File: config.mk
export PLATFORM = sky130hd
export DESIGN_NAME = meb_buffer
export DESIGN_NICKNAME = d
export VERILOG_FILES = /design/src/inc/meb_pkg.sv /design/src/hdl/meb_buffer.sv
export VERILOG_INCLUDE_DIRS = /design/src /design/src/inc
export SDC_FILE = /design/constraint.sdc
export NUM_CORES = 2
export LEC_CHECK = 0
export BUFFER_PORTS_ARGS = -buffer_cell sky130_fd_sc_hd__buf_2
export CORE_MARGIN = 3
export CORE_UTILIZATION = 60
export DETAILED_ROUTE_END_ITERATION = 8
export PLACE_DENSITY = 0.77
export SLEW_MARGIN = 20
export SYNTH_ARGS = -nofsm -noshare
export SYNTH_HDL_FRONTEND = slang
export SYNTH_SLANG_ARGS = --single-unit
File: constraint.sdc
create_clock -name mclk -period 5.6 [get_ports mclk]
set_input_delay 0.56 -clock mclk [delete_from_list [all_inputs] [get_ports mclk]]
set_output_delay 0.56 -clock mclk [all_outputs]
set_load 0.02 [all_outputs]
File: src/inc/meb_consts.svh
// How it works
// - read and write buffer pointers give each buffer's first memory address.
// - a stored event's length in 40-bit words is held in the word counter.
// - every accepted first-level trigger clears the write address counter.
// - event lengths enter a circular FIFO only on a second-level trigger.
// - an output mux makes stored event lengths readable from outside.
// - the memory splits into 4 or 8 equal buffers, chosen by configuration.
// - the pointer forms the three address MSBs; counters form the rest.
// - triggered data is stored, then kept only once validated by second level.
// - the readout command streams out the oldest validated buffer.
// - readout keeps the buffer; the advance command moves the read pointer.
// - advance also discards a validated event that was never read.
// - both memory and interface machines use single-error-correcting codes.
// - valid state codes stay at least three bits apart.
// - a code one bit from a valid state acts as that state.
// - codes two bits from every valid state are abort codes.
// - a one-bit image takes its normal transition, else restores its state.
// - correction is done by the next rising clock edge.
// - an abort code drops the sequence and returns to idle.
// - moving into a one-bit image sets a status error bit.
// - moving into an abort code sets a status abort bit.
`ifndef MEB_CONSTS_SVH
`define MEB_CONSTS_SVH

`define MEB_WORD_W 40
`define MEB_PTR_W 3
`define MEB_ADDR_W 6

// state codes, pairwise at least three bits apart
`define MEB_HAM_W 5
`define MEB_HAM_C0 5'h00
`define MEB_HAM_C1 5'h07
`define MEB_HAM_C2 5'h19

// register byte offsets
`define MEB_REG_CONFIG 8'h00
`define MEB_REG_COMMAND 8'h04
`define MEB_REG_STATUS 8'h08
`define MEB_REG_POINTERS 8'h0C
`define MEB_REG_EVENT_LEN 8'h10
`define MEB_REG_WORD_COUNT 8'h14
`define MEB_REG_LEN_SEL 8'h18

// field positions
`define MEB_CFG_EIGHT 0
`define MEB_CMD_READOUT 0
`define MEB_CMD_ADVANCE 1
`define MEB_ST_MEM_ERR 0
`define MEB_ST_MEM_ABORT 1
`define MEB_ST_IF_ERR 2
`define MEB_ST_IF_ABORT 3
`define MEB_ST_OVERFLOW 4
`define MEB_ST_W 5
`define MEB_PTR_RD_LSB 4

// reset values
`define MEB_CFG_RESET 1'b0
`define MEB_ST_RESET 5'h00

`endif

File: src/inc/meb_pkg.sv
`include "meb_consts.svh"

package meb_pkg;
    typedef enum logic [2:0] {
        MEM_IDLE = 3'b001,
        MEM_STORE = 3'b010,
        MEM_HOLD = 3'b100
    } meb_mem_state_type;

    typedef enum logic [1:0] {
        IF_IDLE = 2'b01,
        IF_READ = 2'b10
    } meb_if_state_type;

    // decoded protected state: nearest code index and flags
    typedef struct packed {
        logic [1:0] idx;
        logic err;
        logic abort;
    } meb_ham_type;

    typedef struct packed {
        logic [`MEB_WORD_W-1:0] data;
        logic last;
    } meb_word_type;
endpackage

File: src/hdl/meb_buffer.sv
`timescale 1ns/10ps
`default_nettype none
`include "meb_consts.svh"

module meb_buffer #(
    parameter int ADDR_W = `MEB_ADDR_W,
    parameter int FIFO_DEPTH = 8
) (
    input wire logic mclk,
    input wire logic nrst,
    input wire logic [7:0] paddr,
    input wire logic psel,
    input wire logic penable,
    input wire logic pwrite,
    input wire logic [31:0] pwdata,
    output logic [31:0] prdata,
    output logic pready,
    output logic pslverr,
    input wire logic first_level_trigger,
    input wire logic second_level_trigger,
    input wire meb_pkg::meb_word_type fmt_word,
    input wire logic fmt_valid,
    output meb_pkg::meb_word_type rdo_word,
    output logic rdo_valid,
    output logic read_busy
);
    localparam int LEN_W = ADDR_W - 1;
    localparam int DEPTH = 1 << ADDR_W;
    localparam int FI_W = $clog2(FIFO_DEPTH);

    // distance-based decode shared by both protected machines
    function automatic meb_pkg::meb_ham_type ham_decode(input logic [`MEB_HAM_W-1:0] code);
        meb_pkg::meb_ham_type r;
        int d0;
        int d1;
        int d2;
        d0 = $countones(code ^ `MEB_HAM_C0);
        d1 = $countones(code ^ `MEB_HAM_C1);
        d2 = $countones(code ^ `MEB_HAM_C2);
        r = '{idx: 2'h0, err: 1'b0, abort: 1'b0};
        if (d0 <= 1) begin
            r.err = (d0 == 1);
        end else if (d1 <= 1) begin
            r.idx = 2'h1;
            r.err = (d1 == 1);
        end else if (d2 <= 1) begin
            r.idx = 2'h2;
            r.err = (d2 == 1);
        end else begin
            r.abort = 1'b1;
        end
        return r;
    endfunction

    function automatic logic [`MEB_HAM_W-1:0] ham_encode(input logic [1:0] idx);
        logic [`MEB_HAM_W-1:0] c;
        c = `MEB_HAM_C0;
        if (idx == 2'h1) begin
            c = `MEB_HAM_C1;
        end else if (idx == 2'h2) begin
            c = `MEB_HAM_C2;
        end
        return c;
    endfunction

    // 4-buffer mode steps by two so the pointer stays the address MSBs
    function automatic logic [`MEB_PTR_W-1:0] ptr_step(input logic [`MEB_PTR_W-1:0] p,
                                                       input logic eight);
        return eight ? p + 3'h1 : p + 3'h2;
    endfunction

    function automatic logic [ADDR_W-1:0] mem_addr(input logic [`MEB_PTR_W-1:0] p,
                                                   input logic [LEN_W-1:0] cnt);
        logic [ADDR_W-1:0] base;
        base = {p, {(ADDR_W-`MEB_PTR_W){1'b0}}};
        return base + ADDR_W'(cnt);
    endfunction

    // trigger pins: two flops before use, third for edge detection
    logic l1_s1, l1_s2, l1_s3, l2_s1, l2_s2, l2_s3;
    always_ff @(posedge mclk or negedge nrst) begin
        if (!nrst) begin
            {l1_s1, l1_s2, l1_s3} <= 3'h0;
            {l2_s1, l2_s2, l2_s3} <= 3'h0;
        end else begin
            {l1_s1, l1_s2, l1_s3} <= {first_level_trigger, l1_s1, l1_s2};
            {l2_s1, l2_s2, l2_s3} <= {second_level_trigger, l2_s1, l2_s2};
        end
    end
    wire logic l1_evt = l1_s2 & ~l1_s3;
    wire logic l2_evt = l2_s2 & ~l2_s3;

    // registers and state
    logic eight_buffers;
    logic [`MEB_ST_W-1:0] status;
    logic [FI_W-1:0] len_sel;
    logic [`MEB_PTR_W-1:0] read_buffer_pointer, write_buffer_pointer;
    logic [LEN_W-1:0] wr_cnt, rd_cnt, event_word_counter;
    logic [`MEB_HAM_W-1:0] mem_code, if_code;
    logic [LEN_W-1:0] len_fifo [0:FIFO_DEPTH-1];
    logic [FI_W-1:0] fifo_head, fifo_tail;
    logic [FI_W:0] fifo_count;
    logic [`MEB_WORD_W-1:0] mem [0:DEPTH-1];

    // apb decode
    wire logic apb_setup = psel & ~penable;
    wire logic apb_take = psel & penable & pready;
    wire logic wr_take = apb_take & pwrite;
    wire logic hit_cfg = paddr == `MEB_REG_CONFIG;
    wire logic hit_cmd = paddr == `MEB_REG_COMMAND;
    wire logic hit_st = paddr == `MEB_REG_STATUS;
    wire logic hit_ptr = paddr == `MEB_REG_POINTERS;
    wire logic hit_len = paddr == `MEB_REG_EVENT_LEN;
    wire logic hit_wc = paddr == `MEB_REG_WORD_COUNT;
    wire logic hit_sel = paddr == `MEB_REG_LEN_SEL;
    wire logic hit_any = hit_cfg | hit_cmd | hit_st | hit_ptr | hit_len | hit_wc | hit_sel;
    wire logic cmd_readout = wr_take & hit_cmd & pwdata[`MEB_CMD_READOUT];
    wire logic cmd_advance = wr_take & hit_cmd & pwdata[`MEB_CMD_ADVANCE];

    // buffer bookkeeping
    wire logic [LEN_W-1:0] buf_words = eight_buffers ?
        LEN_W'(1 << (ADDR_W - 3)) : LEN_W'(1 << (ADDR_W - 2));
    wire logic [`MEB_PTR_W:0] nbuf = eight_buffers ? 4'h8 : 4'h4;
    wire logic fifo_empty = fifo_count == '0;
    // both sides widened on purpose, so no empty replication is needed
    wire logic bufs_full = (32'(fifo_count) >= 32'(nbuf))
        || (fifo_count == (FI_W+1)'(FIFO_DEPTH));
    wire logic [LEN_W-1:0] head_len = len_fifo[fifo_head];
    // output mux: any queued length selected relative to the oldest
    wire logic [FI_W-1:0] sel_idx = fifo_head + len_sel;
    wire logic [LEN_W-1:0] sel_len = len_fifo[sel_idx];
    // entries beyond the queue are stale or never written, so they read as zero
    wire logic sel_valid = {1'b0, len_sel} < fifo_count;

    // memory manager machine, decoded from its protected code
    wire meb_pkg::meb_ham_type mem_dec = ham_decode(mem_code);
    meb_pkg::meb_mem_state_type mem_state;
    always_comb begin
        unique case (mem_dec.idx)
            2'h1: mem_state = meb_pkg::MEM_STORE;
            2'h2: mem_state = meb_pkg::MEM_HOLD;
            default: mem_state = meb_pkg::MEM_IDLE;
        endcase
        if (mem_dec.abort) begin
            mem_state = meb_pkg::MEM_IDLE;
        end
    end

    meb_pkg::meb_mem_state_type next_mem_state;
    logic l1_refused, l2_push, word_store, word_last;
    // a one-bit image takes the same transition as its code
    always_comb begin
        next_mem_state = mem_state;
        l1_refused = 1'b0;
        l2_push = 1'b0;
        word_store = 1'b0;
        word_last = 1'b0;
        unique case (mem_state)
            meb_pkg::MEM_IDLE: begin
                if (l1_evt && !bufs_full) begin
                    next_mem_state = meb_pkg::MEM_STORE;
                end else if (l1_evt) begin
                    l1_refused = 1'b1;
                end
            end
            meb_pkg::MEM_STORE: begin
                if (l1_evt) begin
                    next_mem_state = meb_pkg::MEM_STORE;
                end else if (fmt_valid) begin
                    word_store = wr_cnt < buf_words;
                    word_last = fmt_word.last;
                    if (fmt_word.last) begin
                        next_mem_state = meb_pkg::MEM_HOLD;
                    end
                end
            end
            meb_pkg::MEM_HOLD: begin
                // an unvalidated event is simply overwritten by the next one
                if (l1_evt) begin
                    next_mem_state = meb_pkg::MEM_STORE;
                end else if (l2_evt) begin
                    l2_push = 1'b1;
                    next_mem_state = meb_pkg::MEM_IDLE;
                end
            end
        endcase
    end
    wire logic [1:0] next_mem_idx = next_mem_state == meb_pkg::MEM_STORE ? 2'h1 :
        next_mem_state == meb_pkg::MEM_HOLD ? 2'h2 : 2'h0;

    // interface machine
    wire meb_pkg::meb_ham_type if_dec = ham_decode(if_code);
    wire logic if_abort = if_dec.abort | (if_dec.idx == 2'h2);
    meb_pkg::meb_if_state_type if_state;
    assign if_state = (!if_abort && if_dec.idx == 2'h1) ?
        meb_pkg::IF_READ : meb_pkg::IF_IDLE;

    meb_pkg::meb_if_state_type next_if_state;
    logic rd_start, rd_word, rd_done, rd_pop;
    always_comb begin
        next_if_state = if_state;
        rd_start = 1'b0;
        rd_word = 1'b0;
        rd_done = 1'b0;
        rd_pop = 1'b0;
        unique case (if_state)
            meb_pkg::IF_IDLE: begin
                if (cmd_advance && !fifo_empty) begin
                    rd_pop = 1'b1;
                end else if (cmd_readout && !fifo_empty && head_len != '0) begin
                    rd_start = 1'b1;
                    next_if_state = meb_pkg::IF_READ;
                end
            end
            meb_pkg::IF_READ: begin
                rd_word = 1'b1;
                rd_done = rd_cnt == head_len - LEN_W'(1);
                if (rd_done) begin
                    next_if_state = meb_pkg::IF_IDLE;
                end
            end
        endcase
    end

    // protected state registers are rewritten with clean codes every edge
    always_ff @(posedge mclk or negedge nrst) begin
        if (!nrst) begin
            mem_code <= `MEB_HAM_C0;
            if_code <= `MEB_HAM_C0;
        end else begin
            mem_code <= ham_encode(next_mem_idx);
            if_code <= ham_encode(next_if_state == meb_pkg::IF_READ ? 2'h1 : 2'h0);
        end
    end

    // write side counters and pointer
    always_ff @(posedge mclk or negedge nrst) begin
        if (!nrst) begin
            wr_cnt <= '0;
            event_word_counter <= '0;
            write_buffer_pointer <= '0;
        end else begin
            if (l1_evt && next_mem_state == meb_pkg::MEM_STORE) begin
                wr_cnt <= '0;
            end else if (word_store) begin
                wr_cnt <= wr_cnt + LEN_W'(1);
            end
            if (word_last) begin
                event_word_counter <= word_store ? wr_cnt + LEN_W'(1) : wr_cnt;
            end
            if (l2_push) begin
                write_buffer_pointer <= ptr_step(write_buffer_pointer, eight_buffers);
            end
        end
    end

    // storage needs no reset; only validated contents are ever read
    always_ff @(posedge mclk) begin
        if (word_store) begin
            mem[mem_addr(write_buffer_pointer, wr_cnt)] <= fmt_word.data;
        end
    end

    // event length fifo, pushed only on validation
    always_ff @(posedge mclk or negedge nrst) begin
        if (!nrst) begin
            fifo_head <= '0;
            fifo_tail <= '0;
            fifo_count <= '0;
            read_buffer_pointer <= '0;
        end else begin
            if (l2_push) begin
                fifo_tail <= fifo_tail + FI_W'(1);
            end
            if (rd_pop) begin
                fifo_head <= fifo_head + FI_W'(1);
                read_buffer_pointer <= ptr_step(read_buffer_pointer, eight_buffers);
            end
            if (l2_push && !rd_pop) begin
                fifo_count <= fifo_count + (FI_W+1)'(1);
            end else if (rd_pop && !l2_push) begin
                fifo_count <= fifo_count - (FI_W+1)'(1);
            end
        end
    end

    always_ff @(posedge mclk) begin
        if (l2_push) begin
            len_fifo[fifo_tail] <= event_word_counter;
        end
    end

    // readout stream, one word per cycle while reading
    always_ff @(posedge mclk or negedge nrst) begin
        if (!nrst) begin
            rd_cnt <= '0;
            rdo_word <= '0;
            rdo_valid <= 1'b0;
            read_busy <= 1'b0;
        end else begin
            if (rd_start) begin
                rd_cnt <= '0;
            end else if (rd_word) begin
                rd_cnt <= rd_cnt + LEN_W'(1);
            end
            rdo_valid <= rd_word;
            rdo_word.data <= rd_word ? mem[mem_addr(read_buffer_pointer, rd_cnt)] : '0;
            rdo_word.last <= rd_done;
            read_busy <= next_if_state == meb_pkg::IF_READ;
        end
    end

    // sticky status: hardware set wins over a write-one clear
    wire logic [`MEB_ST_W-1:0] st_set = {
        l1_refused,
        if_abort,
        if_dec.err & ~if_abort,
        mem_dec.abort,
        mem_dec.err
    };
    wire logic [`MEB_ST_W-1:0] st_clr = (wr_take && hit_st) ? pwdata[`MEB_ST_W-1:0] : '0;

    always_ff @(posedge mclk or negedge nrst) begin
        if (!nrst) begin
            status <= `MEB_ST_RESET;
            eight_buffers <= `MEB_CFG_RESET;
            len_sel <= '0;
        end else begin
            status <= (status & ~st_clr) | st_set;
            if (wr_take && hit_cfg) begin
                eight_buffers <= pwdata[`MEB_CFG_EIGHT];
            end
            if (wr_take && hit_sel) begin
                len_sel <= pwdata[FI_W-1:0];
            end
        end
    end

    // read data mux, captured in the setup cycle
    logic [31:0] rd_mux;
    always_comb begin
        rd_mux = 32'h0;
        if (hit_cfg) begin
            rd_mux[`MEB_CFG_EIGHT] = eight_buffers;
        end else if (hit_st) begin
            rd_mux[`MEB_ST_W-1:0] = status;
        end else if (hit_ptr) begin
            rd_mux[`MEB_PTR_W-1:0] = write_buffer_pointer;
            rd_mux[`MEB_PTR_RD_LSB +: `MEB_PTR_W] = read_buffer_pointer;
        end else if (hit_len) begin
            rd_mux[LEN_W-1:0] = sel_valid ? sel_len : '0;
        end else if (hit_wc) begin
            rd_mux[LEN_W-1:0] = event_word_counter;
        end else if (hit_sel) begin
            rd_mux[FI_W-1:0] = len_sel;
        end
    end

    // ready rises for exactly the first access cycle: no wait states
    always_ff @(posedge mclk or negedge nrst) begin
        if (!nrst) begin
            pready <= 1'b0;
            pslverr <= 1'b0;
            prdata <= 32'h0;
        end else begin
            pready <= apb_setup;
            pslverr <= apb_setup & ~hit_any;
            prdata <= (apb_setup && !pwrite) ? rd_mux : 32'h0;
        end
    end
endmodule
`default_nettype wire

-- Yosys cells after proc, flatten, opt, wreduce, memory -nomap -nowiden
Memories as Yosys holds them, arrays and structs flattened.
Index checks and enable logic that the tools add are counted.
- register bits after elaboration: 108
- bits in writable memories: 2600
- bits of input ports: 89
- output and inout bits: 77
- word-level logic and storage cells: 243
- memories: 2
- add/sub/neg operators: 38
- $lt $le $gt $ge: 9
- equality and inequality tests: 30
- multiplexer cells: 84
- bitwise operators: 30
- reduce and logical (&&, ||, !) cells: 24
- memories (name ; words ; bits a word ; read ports ; clocked after memory_dff ; write ports ; RTL line ; RTL):
    mem ; 64 ; 40 ; 1 ; 0 ; 1 ; meb_buffer.sv:103 ; logic [`MEB_WORD_W-1:0] mem [0:DEPTH-1];
    len_fifo ; 8 ; 5 ; 2 ; 0 ; 1 ; meb_buffer.sv:100 ; logic [LEN_W-1:0] len_fifo [0:FIFO_DEPTH-1];
- operators with widths (operator ; count):
    5-bit two-way mux ; 13
    3-bit two-way mux ; 16
    40-bit two-way mux ; 1
    1-bit two-way mux ; 35
    1-bit by 1-bit adder with 2-bit output ; 12
    3-bit by 1-bit adder with 4-bit output ; 6
    4-bit by 1-bit equality test with 1-bit output (second input constant) ; 6
    8-bit by 5-bit equality test with 1-bit output (second input constant) ; 3
    4-bit by 1-bit less-or-equal comparator with 1-bit output (second input constant) ; 6
    2-bit two-way mux ; 11
    2-bit by 2-bit adder with 3-bit output ; 6
    8-bit by 4-bit equality test with 1-bit output (second input constant) ; 2
    3-bit by 1-bit adder with 3-bit output (second input constant) ; 4
    6-bit by 5-bit adder with 6-bit output ; 2
    1-bit logical AND ; 12
    4-bit two-way mux ; 3
    3-bit NOT ; 4
    1-bit AND ; 11
    5-bit by 1-bit adder with 5-bit output (second input constant) ; 2
    2-bit equality test (second input constant) ; 5
    3-bit one-hot mux with 3 select lines ; 1
    2-bit by 1-bit equality test with 1-bit output (second input constant) ; 4
    8-bit by 3-bit equality test with 1-bit output (second input constant) ; 1
    8-bit logical NOT ; 1
    other kinds (29) ; 48

-- Depth between registers and ports, before layout
- depth in word-level cells: 21
- gate-level depth with buffers: 12
- gate-level depth less buffers: 12

-- Least setup slack after synthesis
No wires, ideal clock.
- path kind: register -> register
- from: register mem_code[2]
- to: memory mem[27][0] (netlist name) (enable)
- arrival: 4084 ps
- required time: 5162 ps
- path slack: 1079 ps
- cell stages (with the launch flop): 11
- cells stage by stage: dfrtp_1 > ha_1 > o21a_1 > ha_1 > nor3_1 > and2_1 > and3_1 > clkbuf_1 > and2_1 > nand3_1 > nor2_1
- cells in the longest elaborated chain, start to end: 14
- elaborated cells between the ends (all ways): 27
- those cells by class: add/sub: 9; order compare: 3; eq/ne: 3; mux: 11; bitwise: 1
- ends and longest elaborated chain (what ; RTL line ; RTL):
    from (decl) ; meb_buffer.sv:99 ; logic [`MEB_HAM_W-1:0] mem_code, if_code;
    from (signal assigned) ; meb_buffer.sv:228 ; mem_code <= `MEB_HAM_C0;
    from (signal assigned) ; meb_buffer.sv:231 ; mem_code <= ham_encode(next_mem_idx);
    1-bit by 1-bit adder with 2-bit output / 3-bit NOT (equally long branches) ; -- ;
    2-bit by 2-bit adder with 3-bit output / 1-bit by 1-bit adder with 2-bit output (equally long branches) ; meb_buffer.sv:39, meb_buffer.sv:38 ;
    3-bit by 1-bit adder with 4-bit output / 2-bit by 2-bit adder with 3-bit output (equally long branches) ; meb_buffer.sv:39, meb_buffer.sv:38 ;
    4-bit by 1-bit less-or-equal comparator with 1-bit output / 3-bit by 1-bit adder with 4-bit output (equally long branches) ; meb_buffer.sv:46, meb_buffer.sv:38 ;
    3-bit two-way mux / 4-bit by 1-bit less-or-equal comparator with 1-bit output (equally long branches) ; meb_buffer.sv:46, meb_buffer.sv:43 ;
    3-bit two-way mux ; meb_buffer.sv:43 ; end else if (d1 <= 1) begin
    2-bit two-way mux ; meb_buffer.sv:41 ; if (d0 <= 1) begin
    2-bit equality test / 2-bit by 1-bit equality test with 1-bit output (equally long branches) ; meb_buffer.sv:139 ; unique case (mem_dec.idx)
    3-bit one-hot mux with 2 select lines ; meb_buffer.sv:139 ;
    3-bit two-way mux (*) ; meb_buffer.sv:144 ; if (mem_dec.abort) begin
    3-bit by 2-bit equality test with 1-bit output (*) ; meb_buffer.sv:158 ; unique case (mem_state)
    1-bit two-way mux (*) ; meb_buffer.sv:158 ;
    1-bit two-way mux (*) ; meb_buffer.sv:259 ; if (word_store) begin
    1-bit two-way mux (implied by the code) (*) ; meb_buffer.sv:260 ; mem[mem_addr(write_buffer_pointer, wr_cnt)] <= fmt_word.data;
    to (decl) ; meb_buffer.sv:103 ;
Every way passes the cells marked *; elsewhere a longest branch is shown, timed or not.

-- Worst setup path in the final report
- from: register mem_code[2]
- to: memory mem[18][21] (netlist name) (enable)
Same word-level chain as after synthesis.

==> flow_metrics.tcl <==
set metrics [dict create \
    status "complete, no violations" \
    design_area_um2 117000 \
    dpl-instance-area_um2 108000 \
    grt_first_pass_wirelength_mm 389 \
    antenna_found_initial 9 \
    nets 4762 \
    synth_top_area_cell "edfxtp_1" \
    seqCellArea_um2 80600 \
    synth_edf_count 2600 \
    synth_cells 4281 \
    ys.flop_type "edfxtp_1" \
    synth_async_sr_flop_share_pct 3.74 \
    min_period_ns 4.54 \
    worstPathMaxFanout 16 \
    grt_setup_unrepaired "no" \
    cts_buffer_depth 4 \
    ys_seq_elements 2701 \
    drv_cap 0 \
    cp.required_ns 6.13 \
    synth_area_per_cell_um2 24.2 \
    cts_tree "done" \
    finalSetupTns_ns 0 \
    syn_to_final_growth_pct 13.0 \
    grt_usage_pct 31.0 \
    hold_ws_ns 0.0913 \
    vias 50530 \
    worstSkewPairLatency_ns 0.93 \
    grt_pass1_vias 52279 \
    timing.fmax_ghz 0.220 \
    syn_area_um2 104000 \
    ys_top_cells_by_area "edfxtp_1, mux4_2, dfrtp_1" \
    core-area_um2 171000 \
    floorplan.initialDensity_pct 60.8 \
    worstMarginPinSlew_ns 1.12 \
    htree_levels 5 \
    drt-initial-drc-count 8041 \
    fill_cells 9420 \
    finalClockSkew_ns 0.0415 \
    grt_overflow 0 \
    post-dp-hpwl_mm 135 \
    finalPower_mw 41.5 \
    crit_chain "ha_1 -> nand2_1 -> o21a_1 -> ha_1 -> nor3_1 -> and2_1 -> and3_1 -> and2_1 -> nand2_1 -> nor2_4 -> buf_4" \
    drive_above_1_share_pct 32.2 \
    timing.final.crit_share_pct 81.1 \
    vdd_drop_max_v 0.000345 \
    finalMaxSlewViolations 0 \
    crit_path_max_incr_delay_ns 0.71 \
    dr.pass1.iters 5 \
    multi_input_area_um2 22500 \
    holdCritPathClass "in2reg" \
    timing.final.hold_violations 0 \
    crit_arrival_ns 5.07 \
    end_kind "flip-flop" \
    slew_headroom_pct 25.0 \
    yosysTopAreaCellShare_pct 75.3 \
    cts_buffers 277 \
    worstSetupStartpointType "flip-flop" \
    cpMaxStageDelayCell "nor2_4" \
    wire_per_inst_um 38.0 \
    rows 151 \
    cts_root_buf "clkbuf_16" \
    grt_max_degree 71 \
    die_area_um2 178000 \
    die-width_um 422 \
    drtAntennaViolNets 0 \
    die_h_um 422 \
    criticalPathCategory "reg2reg" \
    setup_viol 0 \
    powerDensity_nw_per_um2 354 \
    path_clk_slew_ns 0.06 \
    portBuffers 113 \
    cts.sink_count 2701 \
    cts_resized 0 \
    gp_congestion 0.814 \
    leakage_nw 37.8 \
    ys_seq_area_share_pct 77.7 \
    pin_count 166 \
    routed_wirelength_mm 271 \
    yosysUniqueCellTypes 55 \
    yosys_warnings 0 \
    drc 0 \
    vias_per_cell 7.08 \
]
-- report_power, final --
group	switching (mW)	internal [mW]
clock	7.51	10.2
sequential	0.0448	22.1
combinational	0.928	0.640
-- cell usage after synthesis, types with 4 or more instances --
cell and instances:
a211oi_1 41, a21o_1 5, a21oi_1 17, and2_1 4, buf_1 10, buf_2 81
buf_4 30, buf_6 9, clkbuf_1 110, dfrtp_1 101, edfxtp_1 2600, fa_1 5
ha_1 24, inv_1 21, mux2_2 10, mux2i_1 76, mux4_2 818, nand2_1 44
nand2b_1 9, nand3_1 18, nand4_1 4, nor2_1 102, nor2b_1 28, nor3_1 9
nor4_1 4, o21ai_0 12, o22ai_1 22, xnor2_1 22, xor2_1 11
-- worst paths after layout --
check,endpoint,startpoint,slack (ns),cells after the start
setup / recovery,mem[18][21],mem_code[2],1.06,11
setup reg to reg,mem[18][21],mem_code[2],1.06,11
max in group asynchronous,l2_s1,nrst,4.03,3
hold / removal,mem[27][17],fmt_word[18],0.09,1
min in group asynchronous,prdata[4],nrst,0.22,2
hold reg to reg,l1_s2,l1_s1,0.35,0
-- layout by cell type, fill, tap and decap left out, types with 9 or more instances in the layout --
cell / instances
nor2b_1: 28
clkbuf_8: 11
mux4_2: 818
nor2_1: 38
a21oi_1: 17
clkinv_2: 47
inv_1: 21
a211oi_1: 41
mux2i_1: 76
nor2_4: 64
buf_12: 46
xor2_1: 10
clkbuf_16: 282
ha_1: 23
o21ai_0: 12
o22ai_1: 22
nand2_1: 44
clkinv_1: 39
dlygate4sd3_1: 17
nor3_1: 9
buf_2: 80
bufinv_16: 19
mux2_2: 10
clkbuf_1: 62
xnor2_1: 21
conb_1: 25
nand3_1: 18
dfrtp_1: 98
edfxtp_1: 2600
buf_4: 156
nand2b_1: 9
-- stage by stage --
stage / utilization (%) / worst slack [ns] / instances
6_report: 68.7 / 1.06 / 7137
5_1_grt: 68.7 / 0.843 / 7137
4_1_cts: 68.7 / 1.14 / 7133
3_5_place_dp: 63.6 / 1.20 / 6642
3_3_place_gp: 63.6 / 1.27 / 6642
2_1_floorplan: - / 1.08 / 4305
-- flip-flops by register name, indices dropped and copies added, names as in the netlist, 4 cells and up, named ones only --
| signal | cells |
|---|---|
| rd_cnt | 5 |
| len_fifo | 40 |
| rdo_word | 41 |
| event_word_counter | 5 |
| prdata | 7 |
| wr_cnt | 5 |
| mem | 2560 |
| status | 5 |
| fifo_count | 4 |
-- worst max-delay path: cells and delay by family, from the launching register on --
family                     cells  cell delay (ns)
AOI/OAI and AO/OA              1             0.15
DFF                            1             0.45
buffers and inverters          1             0.48
adders and majority gates      2             0.58
and+or+nand+nor                7             2.46
-- per-layer routing --
metal  up-vias  part of all wire [%]  track usage (%)
li1      19055                     -                -
met1     26521                    34             42.6
met2      4236                    49             48.0
met3       712                    13             7.87
met4         6                   4.9             13.8
met5         -                 0.014                0
-- kinds of logic after synthesis --
family	Yosys count	synth area share, %
flip-flops	2701	77.7
multiplexers	905	18.6
buffers and inverters	261	1.22
AND/OR/NAND/NOR	233	1.03
AO/OA/AOI/OAI	118	0.778
XOR/XNOR	33	0.279
adder cells (fa/ha/maj)	29	0.386
other	1	0.00361
-- repair_timing --
item	in CTS	in global routing
endpoints found under the hold margin	76	0
buffers inserted	0	0
hold buffers	17	0
-- final cells by class --
| type | count | area share, % |
|---|---|---|
| Clock buffer | 355 | 6.35 |
| Inverter | 21 | 0.0672 |
| Timing Repair Buffer | 300 | 2.28 |
| Clock inverter | 119 | 0.917 |
| Sequential cell | 2701 | 68.7 |
| Tap cell | 2295 | 2.45 |
| Multi-Input combinational cell | 1343 | 19.2 |
| Antenna cell | 3 | 0.00640 |
(Power assumes the default switching activity.)
